==> src/exc_defines.vh <==
// Constants for the exception cause and reset unit.
// Included by every design file of the unit; definitions only.
`ifndef EXC_DEFINES_VH
`define EXC_DEFINES_VH
// Register addresses in the control address area (28-bit address)
`define ADDR_W          28
`define ADDR_SCI        28'hfffffd0
`define ADDR_ECR        28'hfffffd4
`define ADDR_ICR        28'hfffffd8
// Cause codes
`define C_POR           12'h000
`define C_MRST          12'h020
`define C_TLB_LD        12'h040
`define C_TLB_ST        12'h060
`define C_IPW           12'h080
`define C_PROT_LD       12'h0a0
`define C_PROT_ST       12'h0c0
`define C_ADR_LD        12'h0e0
`define C_ADR_ST        12'h100
`define C_SWCALL        12'h160
`define C_UNDEF         12'h180
`define C_SLOT          12'h1a0
`define C_NMI           12'h1c0
`define C_UBRK          12'h1e0
`define C_EXT_BASE      12'h200
`define C_PER_BASE      12'h400
`define C_STEP_SH       5
`define IRL_NONE        4'hf
`define NUM_PER         14
// Reset vector and status word layout
`define RST_VEC         32'ha0000000
`define SW_W            32
`define SW_PRIV         30
`define SW_BANK         29
`define SW_BLK          28
`define SW_IMASK_LO     4
`define SW_IMASK_HI     7
`define SW_RST          32'h700000f0
// General exception kinds (exc_kind_i)
`define K_TLB_LD        4'h0
`define K_TLB_ST        4'h1
`define K_IPW           4'h2
`define K_PROT_LD       4'h3
`define K_PROT_ST       4'h4
`define K_ADR_LD        4'h5
`define K_ADR_ST        4'h6
`define K_UNDEF         4'h7
`define K_SLOT          4'h8
`define K_UBRK          4'h9
`define K_SWCALL        4'ha
`endif

==> src/cause_store.v <==
// Three cause registers with their own update and software write port.
// Assumes the main unit resolves priority; read data leave a register.
`timescale 1ns/100ps
`include "exc_defines.vh"
module cause_store
(
	// Clock and reset
	input  wire        mclk_i,
	input  wire        rst_i,
	// Hardware loads
	input  wire        ecr_ld_i,
	input  wire [11:0] ecr_val_i,
	input  wire        icr_ld_i,
	input  wire [11:0] icr_val_i,
	input  wire        sci_ld_i,
	input  wire [7:0]  sci_val_i,
	// Software access
	input  wire [1:0]  sel_i,
	input  wire        wr_i,
	input  wire        rd_i,
	input  wire [11:0] wdata_i,
	output wire [11:0] ecr_o,
	output reg  [11:0] rdata_o
);
	reg [11:0] ecr_ff;
	reg [11:0] icr_ff;
	reg [7:0]  sci_ff;

	assign ecr_o = ecr_ff;

	// Hardware load wins over a software write in the same cycle
	always @(posedge mclk_i)
	begin
		if (ecr_ld_i)
			ecr_ff <= ecr_val_i;
		else if (wr_i && sel_i == 2'h1)
			ecr_ff <= wdata_i;
		if (icr_ld_i)
			icr_ff <= icr_val_i;
		else if (wr_i && sel_i == 2'h2)
			icr_ff <= wdata_i;
		if (sci_ld_i)
			sci_ff <= sci_val_i;
		else if (wr_i && sel_i == 2'h0)
			sci_ff <= wdata_i[7:0];
		if (rst_i)
			rdata_o <= 12'h000;
		else if (rd_i)
		begin
			case (sel_i)
				2'h0:    rdata_o <= {4'h0, sci_ff};
				2'h1:    rdata_o <= ecr_ff;
				2'h2:    rdata_o <= icr_ff;
				default: rdata_o <= 12'h000;
			endcase
		end
	end
endmodule // cause_store

==> src/exception_cause_and_reset_unit.v <==
// Exception cause coding, block-flag policy, return restore, reset sequence.
// Assumes the pipeline gives one-cycle event strobes and interrupt requests are held until taken.
//
// Behaviour
// - Reset and exceptions load the exception cause, interrupts the interrupt cause.
// - Power-on reset writes 0x000, manual reset 0x020.
// - Miss/invalid gives 0x040 load, 0x060 store; clean page write 0x080.
// - Protection violation gives 0x0a0 load, 0x0c0 store.
// - Address error gives 0x0e0 read, 0x100 write.
// - Software call records 0x160.
// - Undefined opcode 0x180, illegal delay slot instruction 0x1a0.
// - User breakpoint 0x1e0 exception; nonmaskable interrupt 0x1c0 interrupt.
// - Codes 0x120, 0x140 and 0x3e0 are never produced.
// - Block flag clear accepts exceptions and interrupts.
// - Exception with block flag set resets the CPU and jumps to reset vector.
// - Interrupts with block flag set stay pending until it clears.
// - Return loads PC and status word from their saved copies.
// - Registers reachable only in the control area and privileged mode.
// - Exception cause register loaded by hardware, writable by software.
// - Interrupt cause register loaded on acceptance, writable by software.
// - Software call loads its immediate; software may write it too.
// - Reset pin sampled every clock; power-on reset halts all at once.
// - Manual reset keeps external memory preserving work running.
// - Bus request pin high means power-on, low means manual reset.
// - Reset sets privilege, block, bank flags, writes cause, fetches vector.
`timescale 1ns/100ps
`include "exc_defines.vh"
module exception_cause_and_reset_unit
(
	// Clock and reset
	input  wire                mclk_i,
	input  wire                rst_i,
	// Reset pins, active low, asynchronous to the clock
	input  wire                reset_pin_n_i,
	input  wire                bus_request_pin_n_i,
	// General exception report from the pipeline
	input  wire                exc_req_i,
	input  wire [3:0]          exc_kind_i,
	input  wire [7:0]          swcall_imm_i,
	input  wire [31:0]         cur_pc_i,
	input  wire [31:0]         next_pc_i,
	// Interrupt requests
	input  wire                nmi_i,
	input  wire [3:0]          encoded_interrupt_level_i,
	input  wire [13:0]         periph_irq_i,
	// Return from exception and status word access
	input  wire                rte_i,
	input  wire                sw_wr_i,
	input  wire [31:0]         sw_wdata_i,
	input  wire                spc_wr_i,
	input  wire                ssr_wr_i,
	// Register access in the control area
	input  wire                reg_rd_i,
	input  wire                reg_wr_i,
	input  wire [27:0]         reg_addr_i,
	input  wire [11:0]         reg_wdata_i,
	output wire [11:0]         reg_rdata_o,
	output reg                 reg_err_o,
	// Core control
	output reg                 redirect_o,
	output reg  [31:0]         redirect_pc_o,
	output reg                 cpu_reset_o,
	output reg                 halt_all_o,
	output reg                 mem_keep_o,
	output reg                 irq_taken_o,
	output wire                irq_pending_o,
	output reg  [31:0]         status_word_o,
	output reg  [31:0]         saved_pc_o,
	output reg  [31:0]         saved_status_word_o
);
	// ****************************************************************
	// Pin synchronisers
	// ****************************************************************
	// Both pins pass the same two stages, so the reset and its kind
	// reach the sequencer in the same cycle
	reg  [1:0] rst_sync_ff;
	reg  [1:0] bus_request_pin_sync_ff;
	always @(posedge mclk_i)
	begin
		if (rst_i)
		begin
			rst_sync_ff  <= 2'h3;
			bus_request_pin_sync_ff <= 2'h3;
		end
		else
		begin
			rst_sync_ff  <= {rst_sync_ff[0], reset_pin_n_i};
			bus_request_pin_sync_ff <= {bus_request_pin_sync_ff[0], bus_request_pin_n_i};
		end
	end
	wire pin_rst    = ~rst_sync_ff[1];
	wire pin_por    = pin_rst & bus_request_pin_sync_ff[1];
	wire pin_manual = pin_rst & ~bus_request_pin_sync_ff[1];

	// ****************************************************************
	// Reset sequencer
	// ****************************************************************
	// An illegal state code falls back into the reset state
	localparam S_RUN  = 3'b001;
	localparam S_RST  = 3'b010;
	localparam S_VEC  = 3'b100;
	reg  [2:0] state_ff;
	reg  [2:0] nxt_state;
	reg        por_ff;
	always @*
	begin
		nxt_state = state_ff;
		case (state_ff)
			S_RUN:   if (pin_rst) nxt_state = S_RST;
			S_RST:   if (!pin_rst) nxt_state = S_VEC;
			S_VEC:   nxt_state = pin_rst ? S_RST : S_RUN;
			default: nxt_state = S_RST;
		endcase
	end
	always @(posedge mclk_i)
	begin
		if (rst_i)
		begin
			state_ff <= S_RST;
			por_ff   <= 1'b1;
		end
		else
		begin
			state_ff <= nxt_state;
			// Kind is only relearned while the pin is low, so a late
			// bus request change cannot relabel a finished reset
			if (pin_rst)
				por_ff <= pin_por;
		end
	end
	wire in_reset = (state_ff == S_RST);

	// ****************************************************************
	// Cause encoding
	// ****************************************************************
	reg  [11:0] exc_code;
	always @*
	begin
		case (exc_kind_i)
			`K_TLB_LD:  exc_code = `C_TLB_LD;
			`K_TLB_ST:  exc_code = `C_TLB_ST;
			`K_IPW:     exc_code = `C_IPW;
			`K_PROT_LD: exc_code = `C_PROT_LD;
			`K_PROT_ST: exc_code = `C_PROT_ST;
			`K_ADR_LD:  exc_code = `C_ADR_LD;
			`K_ADR_ST:  exc_code = `C_ADR_ST;
			`K_SWCALL:  exc_code = `C_SWCALL;
			`K_UNDEF:   exc_code = `C_UNDEF;
			`K_SLOT:    exc_code = `C_SLOT;
			`K_UBRK:    exc_code = `C_UBRK;
			// Unknown kinds are never taken (exc_kind_ok), so this default never reaches the cause
			default:    exc_code = `C_UNDEF;
		endcase
	end
	wire exc_kind_ok = (exc_kind_i <= `K_SWCALL);

	// Peripheral priority: lowest index first, fixed code per source
	wire [11:0] per_code [0:`NUM_PER];
	wire [`NUM_PER:0] per_hit;
	assign per_code[0] = 12'h000;
	assign per_hit[0]  = 1'b0;
	genvar gi;
	generate
		for (gi = 0; gi < `NUM_PER; gi = gi + 1)
		begin : g_per
			localparam integer OWN_CODE = `C_PER_BASE + (gi << `C_STEP_SH);
			wire [11:0]        own      = OWN_CODE[11:0];
			assign per_hit[gi+1]  = per_hit[gi] | periph_irq_i[gi];
			assign per_code[gi+1] = per_hit[gi] ? per_code[gi] : own;
		end
	endgenerate

	// All-ones level is the idle value, so no code is formed from it
	wire        ext_req  = (encoded_interrupt_level_i != `IRL_NONE);
	wire [11:0] ext_code = `C_EXT_BASE +
		({8'h00, encoded_interrupt_level_i} << `C_STEP_SH);
	wire        irq_any  = nmi_i | ext_req | per_hit[`NUM_PER];
	wire [11:0] irq_code = nmi_i ? `C_NMI :
		(ext_req ? ext_code : per_code[`NUM_PER]);

	// ****************************************************************
	// Acceptance policy and status word
	// ****************************************************************
	wire blk = status_word_o[`SW_BLK];
	// Exceptions outrank interrupts; interrupts wait while the block flag is set, exceptions restart
	wire exc_take  = !in_reset && exc_req_i && exc_kind_ok && !blk;
	wire exc_fatal = !in_reset && exc_req_i && blk;
	wire irq_take  = !in_reset && irq_any && !blk && !exc_req_i;
	assign irq_pending_o = irq_any & blk;
	// Entry raises privilege, bank and block together; the mask is kept
	wire [31:0] sw_enter = status_word_o | (32'h1 << `SW_PRIV) |
		(32'h1 << `SW_BANK) | (32'h1 << `SW_BLK);
	wire swcall = exc_take && exc_kind_i == `K_SWCALL;

	always @(posedge mclk_i)
	begin
		// A blocked exception restarts at the vector, causes untouched
		if (rst_i || in_reset || exc_fatal)
		begin
			status_word_o <= `SW_RST;
			redirect_o    <= !in_reset || rst_i ? exc_fatal : 1'b0;
			redirect_pc_o <= `RST_VEC;
			irq_taken_o   <= 1'b0;
			if (rst_i)
			begin
				saved_pc_o          <= 32'h00000000;
				saved_status_word_o <= 32'h00000000;
			end
		end
		else
		begin
			redirect_o  <= 1'b0;
			irq_taken_o <= 1'b0;
			if (state_ff == S_VEC)
			begin
				redirect_o    <= 1'b1;
				redirect_pc_o <= `RST_VEC;
			end
			else if (exc_take || irq_take)
			begin
				saved_pc_o          <= (swcall || irq_take) ? next_pc_i
					: cur_pc_i;
				saved_status_word_o <= status_word_o;
				status_word_o       <= sw_enter;
				irq_taken_o         <= irq_take;
			end
			else if (rte_i)
			begin
				status_word_o <= saved_status_word_o;
				redirect_o    <= 1'b1;
				redirect_pc_o <= saved_pc_o;
			end
			else
			begin
				// Nested handling relies on software saving first
				if (sw_wr_i)
					status_word_o <= sw_wdata_i;
				if (spc_wr_i)
					saved_pc_o <= sw_wdata_i;
				if (ssr_wr_i)
					saved_status_word_o <= sw_wdata_i;
			end
		end
	end

	// ****************************************************************
	// Register decode
	// ****************************************************************
	// Only privileged accesses to the three addresses are honoured
	wire       priv   = status_word_o[`SW_PRIV];
	wire       hit_s  = (reg_addr_i == `ADDR_SCI);
	wire       hit_e  = (reg_addr_i == `ADDR_ECR);
	wire       hit_i  = (reg_addr_i == `ADDR_ICR);
	wire       acc_ok = priv & (hit_s | hit_e | hit_i);
	wire [1:0] sel    = hit_e ? 2'h1 : (hit_i ? 2'h2 : 2'h0);
	// A refused access reaches no register, so read data stay as they were

	// ****************************************************************
	// Reset effects and register access
	// ****************************************************************
	always @(posedge mclk_i)
	begin
		if (rst_i)
		begin
			cpu_reset_o <= 1'b1;
			halt_all_o  <= 1'b1;
			mem_keep_o  <= 1'b0;
			reg_err_o   <= 1'b0;
		end
		else
		begin
			cpu_reset_o <= in_reset | exc_fatal;
			halt_all_o  <= in_reset & por_ff;
			mem_keep_o  <= in_reset & ~por_ff;
			reg_err_o   <= (reg_rd_i | reg_wr_i) & ~acc_ok;
		end
	end

	// Reset cause follows the latched kind on every cycle in the reset state
	wire        ecr_ld  = in_reset | exc_take;
	wire [11:0] ecr_val = in_reset ? (por_ff ? `C_POR : `C_MRST)
		: exc_code;

	// Refused accesses are masked here; inside the store a hardware load
	// beats a software write to the same register
	cause_store u_store
	(
		.mclk_i    (mclk_i),
		.rst_i     (rst_i),
		.ecr_ld_i  (ecr_ld),
		.ecr_val_i (ecr_val),
		.icr_ld_i  (irq_take),
		.icr_val_i (irq_code),
		.sci_ld_i  (swcall),
		.sci_val_i (swcall_imm_i),
		.sel_i     (sel),
		.wr_i      (reg_wr_i & acc_ok),
		.rd_i      (reg_rd_i & acc_ok),
		.wdata_i   (reg_wdata_i),
		.ecr_o     (),
		.rdata_o   (reg_rdata_o)
	);
endmodule // exception_cause_and_reset_unit

==> config.mk <==
export PLATFORM = sky130hd
export DESIGN_NAME = exception_cause_and_reset_unit
export DESIGN_NICKNAME = d
export VERILOG_FILES = /design/src/cause_store.v /design/src/exception_cause_and_reset_unit.v
export VERILOG_INCLUDE_DIRS = /design/src
export SDC_FILE = /design/constraint.sdc
export NUM_CORES = 1
export LEC_CHECK = 0
export BUFFER_PORTS_ARGS = -buffer_cell sky130_fd_sc_hd__buf_2
export CAP_MARGIN = 40
export CORE_UTILIZATION = 30
export CTS_BUF_LIST = sky130_fd_sc_hd__clkbuf_8 sky130_fd_sc_hd__clkbuf_16
export DETAILED_ROUTE_END_ITERATION = 10
export PLACE_DENSITY = 0.65
export SYNTH_ARGS = -nofsm -noshare
export SYNTH_HDL_FRONTEND = slang
export SYNTH_SLANG_ARGS = --single-unit
==> constraint.sdc <==
create_clock -name mclk_i -period 9.55 [get_ports mclk_i]
set_input_delay 0.4775 -clock mclk_i [delete_from_list [all_inputs] [get_ports mclk_i]]
set_output_delay 0.4775 -clock mclk_i [all_outputs]
set_load 0.02 [all_outputs]
Yosys cells after proc, flatten, opt, wreduce, memory -nomap -nowiden. Memory sizes are Yosys's and may differ from the RTL's. Cells that the tools add are included.

Register bits after elaboration: 186. ROM bits: 64. Input bits: 178. Logic and storage cells: 155. Memories: 1.

Memory list: (name not given) (words 16, bits a word 4, read ports 1, clocked after memory_dff 0, write ports 0, RTL line exception_cause_and_reset_unit.v:139) `case (exc_kind_i)`.

Add/sub/neg operators: 1. $lt $le $gt $ge: 1. Equal/unequal tests: 15. Mux-type cells: 50. Bitwise gates (word level): 33. Reduce and logical (&&, ||, !) cells: 35.

Operator list (count): $mux 32 (14); $eq 28x28->1 const B (3); $mux 12 (5); $mux 9 (6); $mux 8 (6); $pmux 12 s3 (1); $mux 31 (1); $mux 11 (2); $or 1x1->1 (20); $mux 7 (2); $mux 6 (2); $add 10x9->11 const A (1); $logic_and 1x1->1 (11); $pmux 3 s3 (1); $reduce_bool 3->1 (3); $and 1x1->1 (8); $ne 2x2->1 const B (4); $reduce_and 4->1 (2); $reduce_bool 2->1 (4); $mux 2 (3); $mux 3 (2); $reduce_and 2->1 (3); $logic_or 1x1->1 (5); $mux 1 (5); other kinds (15) (21).

Logic depth before layout (Yosys ltp). Gate-level depths: netlist (run 1).

Depth in word-level cells: 22. Mapped depth: 10. Mapped depth without buffers: 8.

Hierarchy. From an unflattened synthesis (run 1), not the netlist that was laid out.

Cell total of the unflattened synthesis: 942. Area, all modules: 9293.9 µm².

Modules (own cells, without submodules): exception_cause_and_reset_unit (times used 1, cells each 799, area each 7300.8 µm², seq. area each 3483.3 µm²); cause_store (times used 1, cells each 143, area each 1993.2 µm², seq. area each 1201.2 µm²).

Least setup slack after synthesis (run 1). No wires, ideal clock.

Kind: in2reg. Start: input port exc_kind_i[0]. End: register saved_pc_o[0], enable pin. Library setup time: 430 ps. Data arrival time: 3187 ps. Setup slack: 5933 ps. Stages: 8. Buffers on the path: 0. Path through: inv_1 -> ha_1 -> nor2b_1 -> o21ai_0 -> nand3_1 -> nand3_1 -> a31o_2 -> a21boi_1.

Cells in the longest elaborated chain, start to end: 6. Elaborated cells on any way between the ends: 7. Those cells by class: order compare: 1; eq/ne: 1; reduce/logical: 5.

Ends and longest elaborated chain: from (decl) (RTL line exception_cause_and_reset_unit.v:38) `input wire [3:0] exc_kind_i,`; $le 4x4->1 (no line) (*); $logic_and 1x1->1 (*) (2 in series) (RTL line exception_cause_and_reset_unit.v:186) `wire exc_take = !in_reset && exc_req_i && exc_kind_ok && !blk;`; $logic_or 1x1->1 (*) (RTL line exception_cause_and_reset_unit.v:219) `else if (exc_take || irq_take)`; $ne 3x1->1 (no line) or $reduce_bool 3->1 (tied branches); $reduce_and 4->1 (no line) (*); to (signal assigned) (RTL line exception_cause_and_reset_unit.v:221) `saved_pc_o <= (swcall || irq_take) ? next_pc_i`; to (signal assigned) (RTL line exception_cause_and_reset_unit.v:239) `saved_pc_o <= sw_wdata_i;`; to (decl) (RTL line exception_cause_and_reset_unit.v:68) `output reg [31:0] saved_pc_o,`.

Mark *: on every way between the ends. The rest lies on a longest branch, timed or not. A chain may end at the register's enable or synchronous reset.

Worst setup path after layout (run 1).
Start: register state_ff[1]. End: register saved_status_word_o[10], enable pin.

Cells in the longest elaborated chain, start to end: 8. Elaborated cells on any way between the ends: 18. Those cells by class: eq/ne: 5; reduce/logical: 13.

Ends and longest elaborated chain: from (decl) (RTL line exception_cause_and_reset_unit.v:102) `reg [2:0] state_ff;`; from (signal assigned) (RTL line exception_cause_and_reset_unit.v:124) `state_ff <= nxt_state;`; $eq 3x2->1 (RTL line exception_cause_and_reset_unit.v:131) `wire in_reset = (state_ff == S_RST);`; $logic_not 1->1 (RTL line exception_cause_and_reset_unit.v:186, exception_cause_and_reset_unit.v:187, exception_cause_and_reset_unit.v:188); $logic_and 1x1->1 (on tied branches) (RTL line exception_cause_and_reset_unit.v:186, exception_cause_and_reset_unit.v:187, exception_cause_and_reset_unit.v:188); $logic_and 1x1->1 (on tied branches) (2 in series) (RTL line exception_cause_and_reset_unit.v:186, exception_cause_and_reset_unit.v:188); $logic_or 1x1->1 (RTL line exception_cause_and_reset_unit.v:219); $ne 3x1->1 (no line) or $reduce_bool 3->1 (tied branches); $reduce_and 4->1 (no line) (*); to (signal assigned) (RTL line exception_cause_and_reset_unit.v:223) `saved_status_word_o <= status_word_o;`; to (signal assigned) (RTL line exception_cause_and_reset_unit.v:241) `saved_status_word_o <= sw_wdata_i;`; to (decl) (RTL line exception_cause_and_reset_unit.v:69) `output reg [31:0] saved_status_word_o`.

Marked as above.

==> impl_metrics.py, run 1 <==
metrics = {
    "status": {
        "status": "completed",
    },
    "timing": {
        "relSlewSlack_pct": 43.32,
        "finalSetupViolations": 0,
        "rsz0062_at_grt": "false",
        "setup_tns_ps": 0,
        "skew_ps": 19.70,
        "worst_pin_slew_ps": 848.4,
        "slew_violations": 0,
        "finalCriticalPeriod_ps": 3539,
        "period_share_pct": 37.06,
        "timing.fmax_ghz": 0.2826,
        "hold_violations": 0,
    },
    "critical_path": {
        "rr_endpoint": "saved_status_word_o[10]$_SDFFCE_PN0P_",
        "r2r-start": "state_ff[1]$_SDFFE_PP1P_",
        "critPathLaunchType": "register",
        "cp.required_ps": 9680,
        "reg2regPathDepth": 8,
        "rrSetupSlack_ps": 6010,
        "end_kind": "register",
        "worst-path-max-fanout": 26,
        "slowest_delay_ps": 560,
        "path_class": "reg2reg",
        "slowest_stage": "a21boi_4",
        "cp_data_arrival_time_ps": 3660,
        "cp_cell_sequence": "nor3b_2 -> nor2_1 -> nand3_1 -> nand3_2 -> buf_12 -> a31o_2 -> a21boi_4 -> buf_4",
    },
    "die": {
        "dieArea_um2": 28550,
        "num_rows": 60,
        "start_util_pct": 30.78,
        "die_width_um": 169.0,
        "die_y_um": 169.0,
        "io_pins": 325,
        "coreArea_um2": 27180,
    },
    "clocking": {
        "clock_latency_ps": 440,
        "cts_setup_buffers": 0,
        "clk_pin_slew_ps": 80,
        "cts_buffer_depth": 2,
        "cts_htree_levels": 4,
        "numCtsBuffers": 17,
        "cts_resized": 0,
        "cts_tree": "done",
        "cts_hold_buf": 0,
        "cts-root-buf": "clkbuf_16",
        "cts.sinks": 186,
    },
    "pwr": {
        "powerDensity_nw_per_um2": 184.4,
        "power.leakage_nw": 4.976,
        "ir_worst_vdd_mv": 0.09370,
    },
    "drt": {
        "drc": 0,
        "wl_per_cell_um": 17.46,
        "ant_nets": 0,
        "firstDrtPassIters": 5,
        "drt-initial-drc-count": 521,
        "vias": 7377,
        "wirelength_mm": 26.51,
        "vias_per_cell": 4.860,
    },
    "placement": {
        "hpwl_mm": 19.60,
        "routabilityCongestion": 0.8369,
        "io_buffers": 324,
    },
    "yosys": {
        "synth_top_cell_area_share_pct": 34.47,
        "yosysSeqAreaShare_pct": 56.01,
        "synthTopCellsByCount": "nand2_1, edfxtp_1, dfxtp_1",
        "avgSynthCellArea_um2": 10.11,
        "synth_nets": 1009,
        "synthCells": 827,
        "synth_flop_cell": "edfxtp_1",
        "ys_seq_elements": 186,
        "synth_most_common_cell": "nand2_1",
        "synth.distinct_cells": 57,
        "yosysTopAreaCell": "edfxtp_1",
        "synth.area.top_cells": "edfxtp_1, dfxtp_1, mux2i_1, nand2_1, a21oi_1",
        "synthArstFlopShare_pct": 0,
        "synth_warnings": 0,
        "netlist_area_um2": 8364,
        "synth_edf_count": 96,
    },
    "global_routing": {
        "grt_pass1_vias": 6845,
        "grt_max_degree": 64,
        "grt-ovfl-total": 0,
        "grtUsageTotal_pct": 18.52,
        "antenna_found_initial": 3,
        "grt_pass1_wl_mm": 39.81,
    },
    "final_layout": {
        "drive_gt1_share_pct": 34.88,
        "syn_to_final_growth_pct": 32.12,
        "post-route-util_pct": 40.66,
        "nNetsFinal": 1313,
    },
    "min_path": {
        "min_from": "reset_pin_n_i",
        "hp-class": "in2reg",
        "min_to": "rst_sync_ff[0]$_SDFF_PP1_",
        "worst_hold_path.num_cells": 2,
    },
    "flow_run": {
        "cap_violations": 0,
    },
}
through the flow:
stage	hold slack (ps)	worst slack [ps]	total power [W]	area (um2)	instances
2_1_floorplan	389.5	5933	0.001157	8364	827
3_3_place_gp	404.7	5502	0.001308	10390	1481
3_5_place_dp	397.2	5649	0.001314	10420	1484
4_1_cts	216.1	6045	0.002057	11050	1516
5_1_grt	215.7	5769	0.002125	11050	1517
6_report	236.7	6011	0.002038	11050	1518
flip-flops by register name (all words and copies together), names as in the netlist, 2 cells and up:
register	cells
state_ff	3
u_store.rdata_o	12
u_store.icr_ff	12
redirect_pc_o	32
u_store.ecr_o	12
u_store.sci_ff	8
saved_status_word_o	32
rst_sync_ff	2
saved_pc_o	32
bus_request_pin_sync_ff	2
status_word_o	32
layout make-up:
class | instances | area [um2]
clock inverters | 15 | 198.9
fillers | 2714 | 16130
repair buffers | 339 | 1747
well taps | 372 | 465.4
multi-input cells | 546 | 3371
diodes | 2 | 5.005
clock buffers | 17 | 425.4
flip-flops and latches | 186 | 4684
inverters | 41 | 153.9
worst max path at each step:
stage | startpoint | end | slack, ps | cells after the start
final | state_ff[1]$_SDFFE_PP1P_ | saved_status_word_o[10]$_SDFFCE_PN0P_ | 6010 | 8
after global routing | state_ff[1]$_SDFFE_PP1P_ | saved_status_word_o[10]$_SDFFCE_PN0P_ | 5770 | 8
after CTS | state_ff[1]$_SDFFE_PP1P_ | saved_status_word_o[10]$_SDFFCE_PN0P_ | 6050 | 8
after detailed placement | exc_kind_i[0] | saved_status_word_o[17]$_SDFFCE_PN0P_ | 5650 | 11
after global placement | exc_kind_i[0] | saved_status_word_o[17]$_SDFFCE_PN0P_ | 5500 | 10
after floorplan | exc_kind_i[0] | saved_pc_o[0]$_SDFFCE_PN0P_ | 5930 | 8
power by group:
group	leakage (nW)	switching [W]	internal, W
clock network	0.303	0.000377	0.000366
registers	1.70	0.0000369	0.000919
logic	2.98	0.000223	0.000116
metal layers:
layer / vias up / global-route usage, % / wire length (um)
met4: 2 / 6.228 / 615
met5: - / 0 / 13
met2: 324 / 30.40 / 12510
met3: 33 / 4.676 / 2014
met1: 3440 / 23.73 / 11350
li1: 3578 / - / -
kinds of logic (layout without fill, tap and decap cells):
| kind of cell | Yosys count | count (layout) | share of synthesized area (%) |
|---|---|---|---|
| AO/OA/AOI/OAI | 205 | 205 | 14.82 |
| XOR/XNOR | 1 | 1 | 0.1047 |
| multiplexers | 76 | 76 | 9.215 |
| adder cells (fa/ha/maj) | 4 | 4 | 0.5984 |
| AND/OR/NAND/NOR | 260 | 260 | 14.72 |
| flip-flops | 186 | 186 | 56.01 |
| other | 0 | 2 | 0 |
| buffers and inverters | 95 | 412 | 4.532 |
critical path, delay by kind of cell, from the launching register on:
family,cells,cell delay (ps)
buffers and inverters,2,600
flip-flops,1,330
AO/OA/AOI/OAI,2,760
AND/OR/NAND/NOR,4,1530
cell usage in the layout (no fill, tap or decap), types with 3 or more instances in the layout:
| master | instances |
|---|---|
| a211oi_1 | 26 |
| a21boi_0 | 8 |
| a21oi_1 | 53 |
| a22o_1 | 4 |
| a2bb2oi_1 | 3 |
| a31o_1 | 8 |
| a31oi_1 | 12 |
| and2_1 | 9 |
| and3_1 | 10 |
| buf_2 | 324 |
| buf_4 | 14 |
| clkbuf_16 | 17 |
| clkinv_8 | 3 |
| dfxtp_1 | 90 |
| edfxtp_1 | 96 |
| ha_1 | 4 |
| inv_1 | 41 |
| inv_12 | 5 |
| inv_6 | 3 |
| inv_8 | 3 |
| mux2_2 | 8 |
| mux2i_1 | 68 |
| nand2_1 | 118 |
| nand2b_1 | 10 |
| nand3_1 | 17 |
| nand4_1 | 8 |
| nor2_1 | 47 |
| nor2b_1 | 5 |
| nor3_1 | 10 |
| nor4_1 | 3 |
| o21ai_0 | 39 |
| o21ai_1 | 31 |
| or2_2 | 5 |
(Power assumes the default switching activity.)
==> run 2: changes to the inputs <==
clock period = 3.5 ns   (was 9.55 ns; I/O delays follow)
==> run 2 against run 1 <==
Clock power grew to 2.9 times the previous value. Non-clock buffer count grew 13. Total power grew to 2.8 times the previous value. Largest cell class unchanged. Largest power group unchanged.
==> impl_metrics.py, run 2 (same netlist as run 1, synthesis figures left out) <==
metrics = {
    "status": {
        "status": "completed",
    },
    "placement": {
        "io_buffers": 324,
        "placed_area_um2": 10550,
        "hpwl_mm": 20.01,
        "place_inst": 1495,
        "routabilityCongestion": 0.8322,
    },
    "timing": {
        "setup_tns_ps": 0,
        "finalSetupViolations": 0,
        "finalCriticalPeriod_ps": 2577,
        "timing.fmax_ghz": 0.3881,
        "skew_ps": 20.97,
        "slew_violations": 0,
        "rsz0062_at_grt": "false",
        "worst_pin_slew_ps": 870.9,
        "hold_violations": 0,
        "period_share_pct": 73.62,
        "relSlewSlack_pct": 41.82,
    },
    "clocking": {
        "cts-root-buf": "clkbuf_16",
        "cts_resized": 0,
        "clock_latency_ps": 440,
        "cts_tree": "done",
        "cts_buffer_depth": 2,
        "cts.sinks": 186,
        "clk_pin_slew_ps": 90,
        "cts_htree_levels": 4,
        "numCtsBuffers": 17,
    },
    "drt": {
        "drt-initial-drc-count": 550,
        "drc": 0,
        "ant_nets": 0,
        "vias_per_cell": 4.871,
        "vias": 7458,
        "wl_per_cell_um": 17.65,
        "firstDrtPassIters": 5,
        "wirelength_mm": 27.02,
    },
    "flow_run": {
        "cap_violations": 0,
    },
    "final_layout": {
        "nNetsFinal": 1326,
        "drive_gt1_share_pct": 35.44,
        "stdcell_area_um2": 11230,
        "mostFrequentLayoutCells": "buf_2, nand2_1, edfxtp_1",
        "layout_commonest_cell": "buf_2",
        "layout.cells.non_filler": 1531,
        "syn_to_final_growth_pct": 34.26,
    },
    "global_routing": {
        "grt_pass1_wl_mm": 40.43,
        "antenna_found_initial": 3,
        "grt_max_degree": 60,
        "grtUsageTotal_pct": 18.80,
        "grt-ovfl-total": 0,
        "grt_pass1_vias": 6984,
    },
    "die": {
        "coreArea_um2": 27180,
        "num_rows": 60,
        "die_width_um": 169.0,
        "io_pins": 325,
        "die_y_um": 169.0,
        "dieArea_um2": 28550,
        "start_util_pct": 30.78,
    },
    "pwr": {
        "power_w": 0.005682,
        "powerDensity_nw_per_um2": 506.0,
        "ir_worst_vdd_mv": 0.2800,
        "power.leakage_nw": 5.070,
    },
    "critical_path": {
        "critPathLaunchType": "register",
        "cp_data_arrival_time_ps": 2830,
        "worst-path-max-fanout": 34,
        "rrSetupSlack_ps": 920,
        "cp.required_ps": 3760,
        "end_kind": "register",
        "path_class": "reg2reg",
    },
    "min_path": {
        "hp-class": "in2reg",
    },
}
## run 2: cell count changes in the layout (fill, tap and decap cells not counted), sizes merged
cell / previous run / this run
buf: 339 / 350
bufinv: 0 / 1
clkinv: 4 / 5
dlygate4sd3: 0 / 2
inv: 52 / 50
## run 2: cell type report
type,instances,area (um2)
Clock buffer,17,425.4
Multi-Input combinational cell,546,3371
Timing Repair Buffer,352,1894
Clock inverter,15,230.2
Tap cell,372,465.4
Fill cell,2744,15950
Sequential cell,186,4684
Inverter,41,153.9
Antenna cell,2,5.005
## run 2: stage by stage
| stage | hold WS [ps] | setup WS [ps] | utilization, % |
|---|---|---|---|
| after floorplan | 278.8 | 155.9 | - |
| after global placement | 379.1 | 647.2 | 38.72 |
| after detailed placement | 368.4 | 628.6 | 38.82 |
| after CTS | 10.68 | 959.1 | 41.30 |
| after global routing | 24.56 | 714.1 | 41.31 |
| final | 35.72 | 923.4 | 41.32 |
## run 2: metal layers
| layer | vias to the layer above | track usage, % | share of wire [%] |
|---|---|---|---|
| met5 | - | 0 | 0.030 |
| met4 | 2 | 5.993 | 2.0 |
| met3 | 31 | 4.746 | 6.8 |
| met2 | 285 | 31.64 | 48 |
| met1 | 3533 | 23.55 | 43 |
| li1 | 3607 | - | - |
## run 2: worst max-delay path: stages (launching register included)
cell     delay (ps)
dfxtp_1         330
nor3b_2         150
buf_4           160
nor2_1          230
o21a_1          330
nand3_2         570
buf_12          410
o21ai_1         210
## run 2: power by group
group	switching [W]	internal, W	total, W
logic	0.000612	0.000344	0.000956
registers	0.000105	0.00251	0.00261
clock network	0.00104	0.00107	0.00212
total	0.00176	0.00392	0.00568
## run 2: repair_timing
action | 4_1_cts | 5_1_grt
hold endpoints to repair | 2 | 0
setup buffers | 0 | 0
setup endpoints to repair | 0 | 0
hold buffers | 2 | 0
## run 2: worst paths after layout
check	from	end	cells past startpoint
worst max-delay path	state_ff[1]$_SDFFE_PP1P_	saved_pc_o[11]$_SDFFCE_PN0P_	7
worst min-delay path	reg_wr_i	reg_err_o$_SDFF_PP0_	3
worst max register to register	state_ff[1]$_SDFFE_PP1P_	saved_pc_o[11]$_SDFFCE_PN0P_	7
worst min register to register	rst_sync_ff[0]$_SDFF_PP1_	rst_sync_ff[1]$_SDFF_PP1_	1
==> run 3: changes to the inputs <==
PLACE_DENSITY = 0.67   (was 0.65)
clock period = 2.31 ns   (was 3.5 ns; I/O delays follow)
==> run 3 against run 2 <==
Setup slack got worse by 740 ps. Sequential share of layout area fell by 2.4 points. Total power rose by 51%. Worst hold slack got worse by 17 ps. Final area rose by 6.2%. Routed wire length rose by 2.2%. Cell count rose by 4.0%. Clock power rose by 42%. Flip-flop and latch count did not move. Utilization rose by 2.6 points. Critical path type unchanged. Largest power group unchanged.
==> impl_metrics.py, run 3 (same netlist as run 1, synthesis figures left out) <==
metrics = {
    "status": {
        "status": "completed",
    },
    "global_routing": {
        "grt_pass1_wl_mm": 41.41,
        "grt_max_degree": 64,
        "antenna_found_initial": 2,
        "grtUsageTotal_pct": 19.21,
        "grt_pass1_vias": 7385,
        "grt-ovfl-total": 0,
    },
    "critical_path": {
        "worst-path-max-fanout": 11,
        "endpoint": "saved_pc_o[30]$_SDFFCE_PN0P_",
        "rrSetupSlack_ps": 190,
        "slowest_delay_ps": 340,
        "path_common_cell": "buf_4",
        "rr_endpoint": "saved_pc_o[30]$_SDFFCE_PN0P_",
        "path_buf_inv": 3,
        "path_delay_family": "buffers and inverters",
        "cp_data_arrival_time_ps": 2280,
        "cp_cell_sequence": "nor3b_4 -> buf_4 -> nor3_1 -> o21ai_4 -> buf_12 -> mux2i_1 -> buf_4 -> o21ai_1",
        "startpoint": "state_ff[1]$_SDFFE_PP1P_",
        "reg2regPathDepth": 8,
        "r2r-start": "state_ff[1]$_SDFFE_PP1P_",
        "critPathLaunchType": "register",
        "end_kind": "register",
        "slowest_stage": "dfxtp_1",
        "cp.depth": 8,
        "path_class": "reg2reg",
        "cp.required_ps": 2470,
    },
    "pwr": {
        "power_frac_seq_pct": 46.0,
        "clkPwrFrac_pct": 35.2,
        "powerDensity_nw_per_um2": 719.1,
        "switching_share_pct": 30.78,
        "pwr-share-comb_pct": 18.8,
        "switchingPower_w": 0.002640,
        "power.leakage_nw": 5.388,
        "intPower_w": 0.005935,
        "ir_worst_vdd_mv": 0.4100,
        "power_w": 0.008575,
    },
    "final_layout": {
        "layout_commonest_cell": "buf_2",
        "layout.cells.non_filler": 1593,
        "syn_to_final_growth_pct": 42.56,
        "nNetsFinal": 1389,
        "fillerInstances": 2630,
        "mostFrequentLayoutCells": "buf_2, nand2_1, edfxtp_1",
        "drive_gt1_share_pct": 35.66,
    },
    "clocking": {
        "cts_htree_levels": 4,
        "cts_resized": 0,
        "cts_buffer_depth": 2,
        "cts_hold_buf": 42,
        "cts.sinks": 186,
        "clock_latency_ps": 440,
        "clk_pin_slew_ps": 80,
        "cts-root-buf": "clkbuf_16",
        "cts_setup_buffers": 0,
        "numCtsBuffers": 17,
        "cts_tree": "done",
    },
    "timing": {
        "finalSetupViolations": 0,
        "skew_ps": 12.79,
        "timing.fmax_ghz": 0.4712,
        "relSlewSlack_pct": 50.80,
        "worst_pin_slew_ps": 735.3,
        "slew_violations": 0,
        "hold_slack_ps": 18.79,
        "rsz0062_at_grt": "false",
        "hold_violations": 0,
        "period_share_pct": 91.86,
        "finalCriticalPeriod_ps": 2122,
        "setup_ws_ps": 187.9,
    },
    "drt": {
        "wl_per_cell_um": 17.34,
        "firstDrtPassIters": 5,
        "drt-initial-drc-count": 442,
        "wirelength_mm": 27.62,
        "ant_nets": 0,
        "vias": 7632,
        "drc": 0,
        "vias_per_cell": 4.791,
    },
    "die": {
        "die_y_um": 169.0,
        "dieArea_um2": 28550,
        "die_width_um": 169.0,
        "start_util_pct": 30.78,
        "io_pins": 325,
        "coreArea_um2": 27180,
        "num_rows": 60,
    },
    "placement": {
        "hpwl_mm": 20.25,
        "routabilityCongestion": 0.8307,
        "place_ws_ps": -151.1,
        "io_buffers": 324,
        "place_inst": 1517,
    },
    "min_path": {
        "hp-class": "in2reg",
        "min_from": "reg_wdata_i[7]",
    },
    "flow_run": {
        "cap_violations": 0,
    },
}
==> run 3: worst min-delay path by stage <==
stage,slack [ps],cells after the start,endpoint
after global placement,310,2,bus_request_pin_sync_ff[0]$_SDFF_PP1_
after floorplan,220,1,bus_request_pin_sync_ff[0]$_SDFF_PP1_
after CTS,0.1,2,u_store.sci_ff[5]$_DFFE_PP_
after global routing,3,3,saved_pc_o[14]$_SDFFCE_PN0P_
final,20,3,u_store.icr_ff[7]$_DFFE_PP_
after detailed placement,300,2,rst_sync_ff[0]$_SDFF_PP1_
==> run 3: power groups by stage <==
stage | combinational (W) | sequential, W | clock, W
3_5_place_dp | 0.00156 | 0.00402 | 0
6_report | 0.00161 | 0.00395 | 0.00302
2_1_floorplan | 0.000562 | 0.00424 | 0
4_1_cts | 0.00162 | 0.00395 | 0.00308
3_3_place_gp | 0.00154 | 0.00402 | 0
5_1_grt | 0.00173 | 0.00398 | 0.00323
==> run 3: layer usage <==
| metal | up-vias | wire length (um) | GRT usage, % | share of wire [%] |
|---|---|---|---|---|
| met5 | - | 13 | 0 | 0.047 |
| li1 | 3732 | - | - | - |
| met1 | 3588 | 12130 | 24.48 | 44 |
| met4 | 2 | 395 | 5.170 | 1.4 |
| met2 | 281 | 13440 | 32.63 | 49 |
| met3 | 29 | 1642 | 4.372 | 5.9 |
==> run 3: cell type report <==
cell class | count | area, um2 | share of cell area (%)
inverter | 41 | 153.9 | 1.291
timing repair buffer | 415 | 2600 | 21.80
tap | 372 | 465.4 | 3.903
clock inverter | 14 | 167.7 | 1.406
multi-input combinational | 546 | 3411 | 28.60
clock buffer | 18 | 439.2 | 3.683
antenna | 1 | 2.502 | 0.02099
sequential | 186 | 4684 | 39.29
==> run 3: worst min-delay path, delay by kind of cell <==
kind / cells / cell delay, ps
buffers and inverters: 1 / 110
AOI/OAI and AO/OA: 1 / 60
and+or+nand+nor: 1 / 50
==> run 3: metrics by stage <==
stage	utilization, %	TNS [ps]	cell area (um2)
final	43.88	0	11920
after global routing	43.87	0	11920
after CTS	43.83	0	11910
after detailed placement	40.05	-3489	10880
after global placement	40.05	-2132	10880
after floorplan	-	-2879	8439
